### src/design/svw_pkg.sv
// Purpose: Shared constants and types for the reset supervisor.
// Assumes: clk_sys at 50 MHz; time base tick of one millisecond.
// Notes:   Timing figures are kept in their own units; cycle counts derive.
package svw_pkg;

   // Clock and time base
   localparam int CLK_PERIOD_NS = 20;
   localparam int TICK_PERIOD_NS = 1000000;
   localparam int TICK_CYCLES = TICK_PERIOD_NS / CLK_PERIOD_NS;
   localparam int PRESCALE_W = 16;

   // Shortest kick pulse that must be seen, and its least cycle count
   localparam int KICK_PULSE_MIN_NS = 150;
   localparam int KICK_PULSE_MIN_CYCLES =
      (KICK_PULSE_MIN_NS + CLK_PERIOD_NS - 1) / CLK_PERIOD_NS;

   // Reset hold period, milliseconds (least values)
   localparam int HOLD_SHORT_MS = 10;
   localparam int HOLD_LONG_MS = 150;
   localparam int HOLD_W = 9;

   // Watchdog timeout period, milliseconds (typical values)
   localparam int WDOG_SHORT_MS = 3300;
   localparam int WDOG_LONG_MS = 209000;
   localparam int WDOG_W = 18;

   // Synchroniser reset levels: supply good, manual reset released
   localparam logic [1:0] SUPPLY_SYNC_RST = 2'h0;
   localparam logic [1:0] MANUAL_SYNC_RST = 2'h3;
   localparam logic [2:0] KICK_SYNC_RST = 3'h0;
   localparam logic [1:0] SELECT_SYNC_RST = 2'h0;

   typedef enum logic [1:0] {
      ST_ASSERT,
      ST_HOLD,
      ST_RUN
   } svw_state_type;

   // Pins as they arrive, before synchronisation
   typedef struct packed {
      logic supplyLow;
      logic manualResetN;
      logic watchdogKickIn;
      logic timeoutSelect;
   } svw_pins_type;

   // Both output variants of the reset line
   typedef struct packed {
      logic resetOutN;
      logic resetOut;
   } svw_reset_type;

   typedef struct packed {
      logic [1:0] supplySync;
      logic [1:0] manualSync;
      logic [2:0] kickSync;
      logic [1:0] selectSync;
      svw_state_type state;
      logic holdLong;
      logic [PRESCALE_W-1:0] prescale;
      logic tick;
      logic [HOLD_W-1:0] holdCnt;
      logic [WDOG_W-1:0] wdogCnt;
      svw_reset_type resetPins;
   } svw_regs_type;

endpackage : svw_pkg

### src/design/svw_supervisor_watchdog_reset.sv
// Purpose: Reset supervisor with manual reset input and watchdog timer.
// Assumes: Pins are asynchronous to clk_sys; rst is synchronous.
// Notes:   Both the active-low and active-high reset variants are driven.
//
// Overview of operation
// - Kick stuck past timeout expires watchdog, resets
// - Reset, manual reset, kick edges clear watchdog
// - Kick pulses of 150ns are recognised
// - Watchdog halts during reset, restarts on release
// - Manual reset low asserts, then holds period
// - Supply low asserts; hold period after recovery
// - Active-low and active-high outputs both driven
// - Watchdog expiry holds reset full hold period
// - Select low short hold, high long hold
// - Select change applies after running hold ends
// - Bouncing manual reset gives one clean reset
// - Watchdog timeout short or long version
// - Fixed hold option lasts 150 to 151ms
module svw_supervisor_watchdog_reset
   import svw_pkg::*;
#(
   parameter logic HAS_SELECT = 1'b1,
   parameter logic WDOG_LONG_VERSION = 1'b0,
   parameter logic [PRESCALE_W-1:0] TICK_COUNT = PRESCALE_W'(TICK_CYCLES),
   parameter logic [HOLD_W-1:0] HOLD_SHORT_TICKS = HOLD_W'(HOLD_SHORT_MS),
   parameter logic [HOLD_W-1:0] HOLD_LONG_TICKS = HOLD_W'(HOLD_LONG_MS),
   parameter logic [WDOG_W-1:0] WDOG_SHORT_TICKS = WDOG_W'(WDOG_SHORT_MS),
   parameter logic [WDOG_W-1:0] WDOG_LONG_TICKS = WDOG_W'(WDOG_LONG_MS)
) (
   input wire logic clk_sys,
   input wire logic rst,
   input wire svw_pkg::svw_pins_type pinsIn,
   output svw_pkg::svw_reset_type resetPins
);

   import svw_pkg::*;

   svw_regs_type r;
   svw_regs_type next_r;

   logic supplyLowS;
   logic manualLowS;
   logic kickEdge;
   logic selectS;
   logic cause;
   logic holdDone;
   logic wdogExpired;
   logic [HOLD_W-1:0] holdLimit;
   logic [WDOG_W-1:0] wdogLimit;

   // Hold length in ticks; one extra tick covers the partial first tick
   function automatic logic [HOLD_W-1:0] hold_ticks(input logic useLong);
      logic [HOLD_W-1:0] base;
      base = useLong ? HOLD_LONG_TICKS : HOLD_SHORT_TICKS;
      return base + HOLD_W'(1);
   endfunction : hold_ticks

   // Synchronised levels, read only from the second stage
   assign supplyLowS = r.supplySync[1];
   assign manualLowS = ~r.manualSync[1];
   assign selectS = r.selectSync[1];

   // Any held level longer than two clocks passes the synchroniser,
   // so a pulse of KICK_PULSE_MIN_CYCLES clocks is always seen
   assign kickEdge = r.kickSync[1] ^ r.kickSync[2];

   // Reset causes that hold the line asserted as a level
   assign cause = supplyLowS | manualLowS;

   assign holdLimit = hold_ticks(r.holdLong);
   assign holdDone = r.tick && (r.holdCnt + HOLD_W'(1) >= holdLimit);

   // Timeout version fixed by parameter
   assign wdogLimit = WDOG_LONG_VERSION ? WDOG_LONG_TICKS
                                        : WDOG_SHORT_TICKS;
   assign wdogExpired = r.tick && !kickEdge &&
                        (r.wdogCnt + WDOG_W'(1) >= wdogLimit);

   always_comb begin
      next_r = r;

      // Two-stage synchronisers on all pins
      next_r.supplySync = {r.supplySync[0], pinsIn.supplyLow};
      next_r.manualSync = {r.manualSync[0], pinsIn.manualResetN};
      next_r.kickSync = {r.kickSync[1:0], pinsIn.watchdogKickIn};
      next_r.selectSync = {r.selectSync[0], pinsIn.timeoutSelect};

      // Free-running millisecond time base
      if (r.prescale >= TICK_COUNT - PRESCALE_W'(1)) begin
         next_r.prescale = '0;
         next_r.tick = 1'b1;
      end else begin
         next_r.prescale = r.prescale + PRESCALE_W'(1);
         next_r.tick = 1'b0;
      end

      unique case (r.state)
         ST_ASSERT: begin
            // Watchdog held clear while reset is asserted
            next_r.wdogCnt = '0;
            next_r.holdCnt = '0;
            if (!cause) begin
               next_r.state = ST_HOLD;
               // Select sampled once, at the start of the hold
               next_r.holdLong = HAS_SELECT ? selectS : 1'b1;
            end
         end
         ST_HOLD: begin
            next_r.wdogCnt = '0;
            if (cause) begin
               // A bounce low restarts the whole sequence
               next_r.state = ST_ASSERT;
               next_r.holdCnt = '0;
            end else if (holdDone) begin
               next_r.state = ST_RUN;
               next_r.holdCnt = '0;
            end else if (r.tick) begin
               // holdLong kept steady until the hold ends
               next_r.holdCnt = r.holdCnt + HOLD_W'(1);
            end
         end
         ST_RUN: begin
            next_r.holdCnt = '0;
            if (cause) begin
               next_r.state = ST_ASSERT;
               next_r.wdogCnt = '0;
            end else if (wdogExpired) begin
               next_r.state = ST_HOLD;
               next_r.wdogCnt = '0;
               next_r.holdLong = HAS_SELECT ? selectS : 1'b1;
            end else if (kickEdge) begin
               next_r.wdogCnt = '0;
            end else if (r.tick) begin
               // Counting resumes as soon as the line releases
               next_r.wdogCnt = r.wdogCnt + WDOG_W'(1);
            end
         end
         default: begin
            // Unused state code falls back to asserting reset
            next_r.state = ST_ASSERT;
            next_r.holdCnt = '0;
            next_r.wdogCnt = '0;
         end
      endcase

      // Output pins follow the next state so they stay in step with it
      next_r.resetPins.resetOutN = (next_r.state == ST_RUN);
      next_r.resetPins.resetOut = (next_r.state != ST_RUN);
   end

   always_ff @(posedge clk_sys) begin
      if (rst) begin
         r.supplySync <= SUPPLY_SYNC_RST;
         r.manualSync <= MANUAL_SYNC_RST;
         r.kickSync <= KICK_SYNC_RST;
         r.selectSync <= SELECT_SYNC_RST;
         // Power-up behaves like supply recovery: assert, then hold
         r.state <= ST_ASSERT;
         r.holdLong <= 1'b1;
         r.prescale <= '0;
         r.tick <= 1'b0;
         r.holdCnt <= '0;
         r.wdogCnt <= '0;
         r.resetPins.resetOutN <= 1'b0;
         r.resetPins.resetOut <= 1'b1;
      end else begin
         r <= next_r;
      end
   end

   assign resetPins = r.resetPins;

endmodule : svw_supervisor_watchdog_reset

### config.mk
export PLATFORM = sky130hd
export DESIGN_NAME = svw_supervisor_watchdog_reset
export DESIGN_NICKNAME = d
export VERILOG_FILES = /design/src/design/svw_pkg.sv /design/src/design/svw_supervisor_watchdog_reset.sv
export SDC_FILE = /design/constraint.sdc
export NUM_CORES = 1
export LEC_CHECK = 0
export BUFFER_PORTS_ARGS = -buffer_cell sky130_fd_sc_hd__clkbuf_2
export CORE_UTILIZATION = 30
export CTS_BUF_LIST = sky130_fd_sc_hd__clkbuf_8
export CTS_CLUSTER_DIAMETER = 120
export DETAILED_ROUTE_END_ITERATION = 8
export GPL_ROUTABILITY_DRIVEN = 0
export PLACE_DENSITY = 0.51
export SLEW_MARGIN = 0
export SYNTH_ARGS = -nofsm -noshare
export SYNTH_HDL_FRONTEND = slang
export SYNTH_SLANG_ARGS = --single-unit
### constraint.sdc
create_clock -name clk_sys -period 6.13 [get_ports clk_sys]
set_input_delay 0.3065 -clock clk_sys [delete_from_list [all_inputs] [get_ports clk_sys]]
set_output_delay 0.3065 -clock clk_sys [all_outputs]
set_load 0.1 [all_outputs]
After elaboration in Yosys (flattened, before gate mapping)
Index checks and enable logic that the tools add are counted.

Bits of input ports: 6. Output and inout bits: 2. Logic and storage cells: 57. Bits in registers: 58.

Equal/unequal tests: 9. $lt $le $gt $ge: 3. Bitwise logic cells: 3. Mux-type cells: 18. Add/subtract/negate cells: 4. Reduce and logical (&&, ||, !) cells: 8.

Operators by type and width (count): $mux W18 (4); $pmux W27 S2 (1); $mux W9 (3); $add A18 B1 Y18 const B (1); $ge A18 B12 Y1 const B (1); $add A16 B1 Y16 const B (1); $ge A16 B16 Y1 const B (1); $add A8 B1 Y9 const B (1); $add A9 B1 Y9 const B (1); $ge A9 B9 Y1 (1); $mux W8 (1); $ne A2 B2 Y1 const B (4); $mux W2 (3); $mux W3 (2); $pmux W2 S3 (1); $ne A5 B5 Y1 const B (1); $eq A2 B2 Y1 const B (2); $ne A4 B4 Y1 const B (1); $reduce_and A4 Y1 (1); $logic_and A1 B1 Y1 (3); $eq A2 B1 Y1 const B (1); $logic_not A2 Y1 (1); $mux W1 (2); $pmux W1 S2 (1); other kinds (6) (6).

Longest topological paths before layout
Gate-level depths: netlist of run 1.

Word-level depth: 8. Mapped depth: 13. Gate-level depth less buffers: 11.

Worst setup path before layout of run 1
Ideal clock, no wire load.

Kind: reg-to-reg. Start point: reg r[20] (netlist bit). End point: reg r[24] (netlist bit). Arrival: 2458 ps. Stages on the path, launching flop included: 11. Path buffers: 1. Setup time: 91 ps. Path slack: 3581 ps. Period minus slack after synthesis: 2549 ps. Required time: 6039 ps. Path through: dfxtp_1 -> ha_1 -> nand3_1 -> xnor2_1 -> ha_1 -> o21bai_1 -> a2111o_1 -> nor3_2 -> buf_6 -> a41oi_1 -> a311oi_1.

Longest elaborated chain between the ends: 6. Elaborated cells between the ends (all ways): 8. Those cells by class: add/sub: 1; order compare: 1; eq/ne: 1; mux: 4; reduce/logical: 1.

RTL lines: start, declared (RTL line svw_supervisor_watchdog_reset.sv:38) `svw_regs_type r;`; start signal, assigned (RTL line svw_supervisor_watchdog_reset.sv:167) `r <= next_r;`; $add A9 B1 Y9 * (RTL line svw_supervisor_watchdog_reset.sv:71, svw_supervisor_watchdog_reset.sv:119); $ge A9 B9 Y1 (RTL line svw_supervisor_watchdog_reset.sv:71) `assign holdDone = r.tick && (r.holdCnt + HOLD_W'(1) >= holdLimit);`; $logic_and A1 B1 Y1 (RTL line svw_supervisor_watchdog_reset.sv:71); $mux W9 (RTL line svw_supervisor_watchdog_reset.sv:114) `end else if (holdDone) begin`; $mux W9 (RTL line svw_supervisor_watchdog_reset.sv:110) `if (cause) begin`; $pmux W27 S2 (RTL line svw_supervisor_watchdog_reset.sv:97) `unique case (r.state)`.

Every way passes the cells marked *; elsewhere a longest branch is shown, timed or not. The select of a mux whose other input is x is not followed. A chain may end at the register's enable or synchronous reset.

Worst setup path in the final report of run 1
Start point: reg r[22] (netlist bit). End point: reg r[22] (netlist bit).

Same word-level chain as after synthesis.

==> impl_results.md, run 1 <==
- Result of the run: complete, no violations
- Clock latency reported for the late side of the worst-skew pair: between 0.3 and 0.4 ns
- Ratio of cells with drive above 1 in the final layout: 9.42%
- Most congested layer reported by global routing: met2
- Maximum operating frequency: 318 MHz
- Worst stage delay on the critical path: 0.56 ns
- Type of the most critical hold path: input port to register
- Worst-case headroom to the max-slew limit: 51.7%
- Maximum net fanout on the critical path: 12
- Worst Path Arrival: ~3.4 ns
- Via count of the first global-routing pass: 2262
- Reg clk slew, reported paths: 0.07 ns
- Clock period minus worst slack: 3.14 ns
- H-Tree Depth: 3
- Total routing resource utilization after global routing: between 10% and 20%
- Effective utilization at floorplan: 31.1%
- Total clock buffers created by CTS: 9
- Cell type of the slowest stage on the worst timing path: sky130_fd_sc_hd__nor3_2
- R2R setup slack: 2.99 ns
- Synthesized instance count: between 300 and 400
- DRC viols: 0
- Leakage: approximately 1.2 nW
- Least-Margin Pin Slew: just over 0.7 ns
- Boundary pin count: 8
- Total power: about 0.78 mW
- WHS: roughly 0.16 ns
- Synthesized net count: 372
- Final Hold Violating Endpoints: 0
- Worst Hold End: next_r[55]
- Startpoint-to-endpoint class of the critical path: register to register
- CTS Buffer Depth: 2
- Placed wire-length estimate after detailed placement: roughly 4400 µm
- Final nets: 375
- Crit. End Element: register
- Pwr Density: approximately 230 nW/µm²
- Post-cts gate resize count: 0
- Cell area after synthesis: around 3000 µm²
- Placeable Area: 9770 µm²
- Detail Route Antenna Nets: 0
- Worst hold stages: 2
- Dominant register cell in the synthesized netlist: sky130_fd_sc_hd__dfxtp_1
- Fraction of registers with async set/reset: 0%
- Crit path from: r[22]
- Clock tree from TritonCTS: built
- DIE AREA: 10500 µm²
- Number of distinct library cells after synthesis: 59
- Number of enable flip-flop cells after synthesis: 0
- Clock root buffer: sky130_fd_sc_hd__clkbuf_8
- Via-per-instance ratio: 5.01
- Cell breakdown of the critical path: nand3_1 -> nor2_1 -> and3_1 -> xor2_1 -> ha_1 -> nand2_1 -> a21oi_1 -> a2111o_1 -> nor3_2 -> or2b_1 -> a311oi_1
- Post-CTS setup repair buffer count: 0
- Area delta synth->final: 10.6%
- Worst Hold Launch: pinsIn[2]
- Count of cells along the worst register-to-register path: 11
- Initial antenna violation count: 0
- Total of buffers placed on input and output ports: 7
- Register area share after synthesis: 38.2%
- Placed Cells incl. Taps: roughly 480
- First DRT Iteration DRCs: slightly below 90
- YS warnings: 0
- Aggregate global routing overflow: 0
- Number of placement rows: 36
- Fin crit share: 51.3%
- Pin count of the biggest net entering global routing: 22
- Number of sinks handled by clock tree synthesis: between 50 and 60
- Wirelength per Cell: 12.5 µm
- Fraction of met3 tracks used by global routing: 3.93%
- Global Route met2 Usage: between 10% and 20%
- Max-cap check violation count: 0
- Total length of routed wires: about 6200 µm
- Wire length of the first global-routing pass: 11000 µm
- Final cell count without fillers: 494
- Met1 routing resource usage after global routing: 18.9%
- Die Ht: around 100 µm
- Unrepaired setup endpoints after global routing: no
- Number of optimization iterations in the first detailed-route pass: 4
- Final total negative setup slack: 0 ns
- Reg2Reg Capture Point: r[22]
- Req. time, crit path: roughly 6.4 ns
- Mean instance size in the synthesized netlist: 8.61 µm²
- Reg-to-reg startpoint: r[22]
- Final number of max-transition violations: 0
- Via count: 2474
- Cts-stage hold buffer count: 0
- Nature of the critical path startpoint: register
- Count of antenna diodes in the layout: 0
- Worst Clk Skew: 0.0138 ns
- Fraction of the core area covered by cells at the end of the flow: 34.4%
- Worst vdd ir: roughly 110 µV
- # setup viols final: 0
- Synthesis-stage register bit count: 58
- Die width: 103 µm
- # fillers: 1035
-- worst max-delay path, delay by kind of cell (launching register included) --
family / cells / cell delay [ns]
adder cells (fa/ha/maj): 1 / 0.27
XOR/XNOR: 1 / 0.19
AO/OA/AOI/OAI: 3 / 0.70
flip-flops: 1 / 0.44
AND/OR/NAND/NOR: 6 / 1.43
-- routing by layer --
layer	wire, µm	up-vias
met3	262	8
met5	0	-
met1	3260	1132
met2	2590	50
met4	87	0
li1	-	1284
-- stage by stage --
| step | instance area, µm² | setup WS (ns) |
|---|---|---|
| floorplan | 3040 | 3.58 |
| global placement | 3160 | 3.09 |
| detailed placement | 3160 | 3.01 |
| CTS | 3360 | 3.00 |
| global route | 3360 | 2.60 |
| finish | 3360 | 2.99 |
-- final cells by class --
| type | instances | area, µm² | share of cell area [%] |
|---|---|---|---|
| sequential | 58 | 1160 | 34.5 |
| clock inverter | 6 | 66.3 | 1.97 |
| tap | 133 | 166 | 4.95 |
| timing repair buffer | 7 | 35.0 | 1.04 |
| clock buffer | 10 | 138 | 4.09 |
| multi-input combinational | 270 | 1760 | 52.3 |
| inverter | 10 | 37.5 | 1.12 |
-- worst max path at each step --
stage | endpoint | slack [ns] | cells past startpoint
2_1_floorplan | r[24] | 3.58 | 10
3_3_place_gp | r[22] | 3.09 | 11
3_5_place_dp | r[22] | 3.01 | 10
4_1_cts | r[22] | 3.00 | 11
5_1_grt | r[22] | 2.60 | 11
6_report | r[22] | 2.99 | 11
-- cells in the mapped netlist, types with 2 or more instances --
library cell | number | area, µm²
sky130_fd_sc_hd__a311oi_1 | 4 | 35.0
sky130_fd_sc_hd__o21ai_0 | 13 | 65.1
sky130_fd_sc_hd__a2111o_1 | 3 | 33.8
sky130_fd_sc_hd__and2_1 | 10 | 62.6
sky130_fd_sc_hd__and3_1 | 9 | 56.3
sky130_fd_sc_hd__xor2_1 | 12 | 105
sky130_fd_sc_hd__a21oi_1 | 11 | 55.1
sky130_fd_sc_hd__and4_1 | 4 | 35.0
sky130_fd_sc_hd__a31oi_1 | 4 | 25.0
sky130_fd_sc_hd__a2111oi_0 | 2 | 17.5
sky130_fd_sc_hd__o21a_1 | 3 | 22.5
sky130_fd_sc_hd__nor4_1 | 4 | 25.0
sky130_fd_sc_hd__a22o_1 | 6 | 52.6
sky130_fd_sc_hd__nand2_1 | 28 | 105
sky130_fd_sc_hd__a22oi_1 | 3 | 22.5
sky130_fd_sc_hd__ha_1 | 13 | 163
sky130_fd_sc_hd__clkbuf_1 | 5 | 18.8
sky130_fd_sc_hd__o41ai_1 | 2 | 17.5
sky130_fd_sc_hd__dfxtp_1 | 58 | 1160
sky130_fd_sc_hd__nand3_1 | 17 | 85.1
sky130_fd_sc_hd__o211a_1 | 2 | 20.0
sky130_fd_sc_hd__a211oi_1 | 4 | 30.0
sky130_fd_sc_hd__buf_2 | 6 | 30.0
sky130_fd_sc_hd__nor3_1 | 6 | 30.0
sky130_fd_sc_hd__xnor2_1 | 12 | 105
sky130_fd_sc_hd__nand4_1 | 8 | 50.1
sky130_fd_sc_hd__nor2_1 | 39 | 146
sky130_fd_sc_hd__o211ai_1 | 4 | 30.0
sky130_fd_sc_hd__nor2b_1 | 12 | 75.1
sky130_fd_sc_hd__buf_4 | 3 | 22.5
sky130_fd_sc_hd__mux2i_1 | 3 | 30.0
sky130_fd_sc_hd__or2_2 | 5 | 31.3
sky130_fd_sc_hd__o22ai_1 | 2 | 12.5
sky130_fd_sc_hd__inv_1 | 10 | 37.5
sky130_fd_sc_hd__or2b_1 | 2 | 15.0
-- power by group --
group	internal [mW]	switching, mW	total (mW)	leakage (nW)
registers	0.383	0.00345	0.386	0.470
clock network	0.198	0.163	0.361	0.0945
logic	0.0108	0.0176	0.0285	0.668
total	0.592	0.184	0.776	1.23
-- flip-flops by register name, summed over array words and instances (netlist names) --
| name | cells |
|---|---|
| next_r | 5 |
| r | 51 |
| resetPins | 2 |
-- cell families (layout without fill, tap and decap cells) --
kind of cell             Yosys count  after routing  share of synthesized area, %
AO/OA/AOI/OAI                     76             76                          18.2
flip-flops                        58             58                          38.2
buffers and inverters             25             33                          3.95
multiplexers                       4              4                          1.36
XOR/XNOR                          24             24                          6.92
AND/OR/NAND/NOR                  153            153                          26.0
adder cells (fa/ha/maj)           13             13                          5.35
-- placed cells by master (no fill, tap or decap), types with 4 or more instances in the layout --
cell type | synthesis | final
sky130_fd_sc_hd__nand3_1 | 17 | 17
sky130_fd_sc_hd__a211oi_1 | 4 | 4
sky130_fd_sc_hd__nand2_1 | 28 | 28
sky130_fd_sc_hd__a31oi_1 | 4 | 4
sky130_fd_sc_hd__nor2_1 | 39 | 39
sky130_fd_sc_hd__and3_1 | 9 | 9
sky130_fd_sc_hd__xor2_1 | 12 | 12
sky130_fd_sc_hd__nor3_1 | 6 | 6
sky130_fd_sc_hd__ha_1 | 13 | 13
sky130_fd_sc_hd__dfxtp_1 | 58 | 58
sky130_fd_sc_hd__nand4_1 | 8 | 8
sky130_fd_sc_hd__a22o_1 | 6 | 6
sky130_fd_sc_hd__and4_1 | 4 | 4
sky130_fd_sc_hd__clkbuf_8 | 0 | 10
sky130_fd_sc_hd__nor4_1 | 4 | 4
sky130_fd_sc_hd__a311oi_1 | 4 | 4
sky130_fd_sc_hd__or2_2 | 5 | 5
sky130_fd_sc_hd__xnor2_1 | 12 | 12
sky130_fd_sc_hd__inv_1 | 10 | 10
sky130_fd_sc_hd__clkbuf_2 | 0 | 7
sky130_fd_sc_hd__o211ai_1 | 4 | 4
sky130_fd_sc_hd__and2_1 | 10 | 10
sky130_fd_sc_hd__o21ai_0 | 13 | 13
sky130_fd_sc_hd__nor2b_1 | 12 | 12
sky130_fd_sc_hd__a21oi_1 | 11 | 11
Power figures use the tool's default switching activity.
==> run 2: changes to the inputs <==
--- a/config.mk
+++ b/config.mk
@@ -5,6 +5,7 @@
 export SDC_FILE = /design/constraint.sdc
 export NUM_CORES = 1
 export LEC_CHECK = 0
+export ABC_AREA = 1
 export BUFFER_PORTS_ARGS = -buffer_cell sky130_fd_sc_hd__clkbuf_2
 export CORE_UTILIZATION = 30
 export CTS_BUF_LIST = sky130_fd_sc_hd__clkbuf_8
==> constraint.sdc (replaced) <==
create_clock -name clk_sys -period 3.2 [get_ports clk_sys]
set_input_delay 0.16 -clock clk_sys [delete_from_list [all_inputs] [get_ports clk_sys]]
set_output_delay 0.16 -clock clk_sys [all_outputs]
set_load 0.1 [all_outputs]
==> run 2 against run 1 <==
  * Sequential share of layout area down 0.32 points
  * Combinational power up 130%
  * Register-to-register slack worse by 2.1 ns
  * Worst hold slack better by 0.22 ns
  * Worst setup slack worse by 2.1 ns
  * Clock skew down 0.0057 ns
  * First-iteration DRC count up 95%
  * Critical path type unchanged
==> impl_results.md, run 2 <==
- Via count of the first global-routing pass: 2386
- Reg-to-reg startpoint: r[2]
- Die width: 103 µm
- Multi-input gate area in the final layout: 1590 µm²
- Instance area after placement: ~3200 µm²
- Fin crit share: roughly 73%
- YS warnings: 0
- Synthesized net count: approximately 450
- Clock group share of total power: 42.3%
- Cell breakdown of the critical path: ha_1 -> nand3_2 -> nor2_1 -> nand3_1 -> nand2_1 -> nand2_1 -> nor2_1 -> nand2_1 -> nor2_1 -> nand2_1 -> nand2_2 -> nand2_1 -> a21oi_2 -> nand3_1
- Met1 routing resource usage after global routing: 16.9%
- Final Hold Violating Endpoints: 0
- Placed wire-length estimate after detailed placement: around 4400 µm
- Detail Route Antenna Nets: 0
- Clock period minus worst slack: ~2.3 ns
- Switching part of the total: 24.7%
- Leading area contributor after synthesis: sky130_fd_sc_hd__dfxtp_1
- Final setup slack of the worst path: 0.864 ns
- Sequential fraction of design power: 52.9%
- Total length of routed wires: ~6200 µm
- Least-Margin Pin Slew: around 0.95 ns
- # setup viols final: 0
- Worst stage delay on the critical path: 0.46 ns
- Fraction of met3 tracks used by global routing: 2.44%
- DRC viols: 0
- Worst vdd ir: 247 µV
- # fillers: ~1000
- Leakage: approximately 1.4 nW
- Wirelength per Cell: 10.8 µm
- Most congested layer reported by global routing: met2
- Result of the run: complete, no violations
- Count of antenna diodes in the layout: 0
- Effective utilization at floorplan: 31.0%
- Most frequent cells in the layout: 90 x sky130_fd_sc_hd__nand2_1, 58 x sky130_fd_sc_hd__dfxtp_1, 57 x sky130_fd_sc_hd__inv_1
- Crit. End Element: register
- Internal power of the cells: 1.05 mW
- Synthesis-stage register bit count: 58
- Via-per-instance ratio: 4.52
- Fraction of post-synthesis cell area in the top cell type by area: 38.3%
- Fraction of registers with async set/reset: 0%
- Worst Setup Slack post-DPL: 0.837 ns
- Req. time, crit path: 3.43 ns
- R2R setup slack: 0.86 ns
- Unrepaired setup endpoints after global routing: no
- Largest register FFs: 51
- Via count: 2612
- Area delta synth->final: 11.8%
- Post-cts gate resize count: 0
- Pwr Density: 411 nW/µm²
- Cell area after synthesis: 3030 µm²
- Max-cap check violation count: 0
- Number of sinks handled by clock tree synthesis: 58
- Reg with most FFs: r
- Clock root buffer: sky130_fd_sc_hd__clkbuf_8
- Reg2Reg Capture Point: resetPins[0]
- Number of placement rows: 36
- Count of cells along the worst register-to-register path: 14
- Most common cell after layout, fill and taps aside: sky130_fd_sc_hd__nand2_1
- H-Tree Depth: 3
- Worst Hold Launch: rst
- Cts-stage hold buffer count: 4
- Total routing resource utilization after global routing: 13.1%
- First DRT Iteration DRCs: 172
- Type of the most critical hold path: input port to register
- Startpoint-to-endpoint class of the critical path: register to register
- Biggest area contributors in the synthesized netlist: sky130_fd_sc_hd__dfxtp_1 38%, sky130_fd_sc_hd__nand2_1 11%, sky130_fd_sc_hd__inv_1 6.9%, sky130_fd_sc_hd__nor2_1 6.6%, sky130_fd_sc_hd__ha_1 5.4%
- Reg clk slew, reported paths: 0.07 ns
- Die Ht: 103 µm
- Total power: between 1 and 1.5 mW
- Maximum operating frequency: between 400 and 500 MHz
- Total clock buffers created by CTS: 9
- Initial antenna violation count: 0
- Worst-case headroom to the max-slew limit: between 30% and 40%
- Pin count of the biggest net entering global routing: 31
- Placeable Area: slightly below 10000 µm²
- Number of optimization iterations in the first detailed-route pass: 4
- Cell repeated most along the worst path: sky130_fd_sc_hd__nand2_1
- Maximum net fanout on the critical path: 14
- Cell type of the slowest stage on the worst timing path: sky130_fd_sc_hd__dfxtp_1
- Leading post-synthesis cells by instance count: 90 x sky130_fd_sc_hd__nand2_1, 58 x sky130_fd_sc_hd__dfxtp_1, 56 x sky130_fd_sc_hd__inv_1
- Number of distinct library cells after synthesis: 33
- Worst hold stages: 2
- Top-count cell post-synth: sky130_fd_sc_hd__nand2_1
- Total of buffers placed on input and output ports: 7
- Worst Clk Skew: between 0.008 and 0.009 ns
- Final number of max-transition violations: 0
- Clock latency reported for the late side of the worst-skew pair: about 0.35 ns
- Post-route cell area: 3390 µm²
- Worst Path Arrival: 2.57 ns
- Net Switching: 0.345 mW
- Aggregate global routing overflow: 0
- Mean instance size in the synthesized netlist: 7.07 µm²
- Register area share after synthesis: 38.3%
- Dominant register cell in the synthesized netlist: sky130_fd_sc_hd__dfxtp_1
- Ratio of cells with drive above 1 in the final layout: 8.54%
- Post-CTS setup repair buffer count: 0
- Number of enable flip-flop cells after synthesis: 0
- Final total negative setup slack: 0 ns
- Proportion of power drawn by combinational gates: under 10%
- Wire length of the first global-routing pass: 10600 µm
- Boundary pin count: 8
- Final nets: 459
- DIE AREA: 10500 µm²
- Clock tree from TritonCTS: built
- Synthesized instance count: 429
- Seq. cell area: 1160 µm²
- Nature of the critical path startpoint: register
- Worst Hold End: next_r[50]
- Global Route met2 Usage: 20.3%
- CTS Buffer Depth: 2
run 2: per-layer routing:
metal / wire, µm / up-vias
met2: 2730 / 53
met5: 0 / -
met3: 229 / 10
met1: 3130 / 1148
met4: 162 / 0
li1: - / 1401
run 2: stage by stage:
| stage | hold WS (ns) | util [%] | cells |
|---|---|---|---|
| 2_1_floorplan | 0.264 | - | 429 |
| 3_3_place_gp | 0.347 | 32.6 | 558 |
| 3_5_place_dp | 0.348 | 32.6 | 558 |
| 4_1_cts | 0.387 | 34.7 | 578 |
| 5_1_grt | 0.414 | 34.7 | 578 |
| 6_report | 0.376 | 34.7 | 578 |
run 2: final cells by class:
class | instances | area share, %
Clock buffer | 10 | 4.06
Clock inverter | 6 | 0.996
Inverter | 56 | 6.19
Timing Repair Buffer | 13 | 2.65
Sequential cell | 58 | 34.2
Multi-Input combinational cell | 302 | 47.0
Tap cell | 133 | 4.90
run 2: how the worst max path moves through the flow:
| stage | start | to |
|---|---|---|
| 2_1_floorplan | r[21] | r[21] |
| 3_3_place_gp | r[2] | resetPins[0] |
| 3_5_place_dp | r[2] | resetPins[0] |
| 4_1_cts | r[2] | resetPins[0] |
| 5_1_grt | r[2] | resetPins[0] |
| 6_report | r[2] | resetPins[0] |
run 2: power by group through the flow:
| stage | Clock, mW | Combinational, mW | Sequential (mW) |
|---|---|---|---|
| after floorplan | 0 | 0.0479 | 0.753 |
| after global placement | 0 | 0.0628 | 0.754 |
| after detailed placement | 0 | 0.0628 | 0.755 |
| after CTS | 0.616 | 0.0671 | 0.739 |
| after global routing | 0.644 | 0.0768 | 0.739 |
| final | 0.590 | 0.0664 | 0.738 |
run 2: logic make-up after synthesis:
group	after synthesis	share of synthesized area, %
simple gates	217	32.2
buf+inv	69	9.20
flops	58	38.3
compound gates	54	9.77
xor+xnor	18	5.20
fa+ha+maj	13	5.36
run 2: worst max-delay path, delay by kind of cell, from the launching register on:
kind / cells / cell delay [ns]
simple gates: 12 / 1.35
flops: 1 / 0.46
fa+ha+maj: 1 / 0.25
compound gates: 1 / 0.15
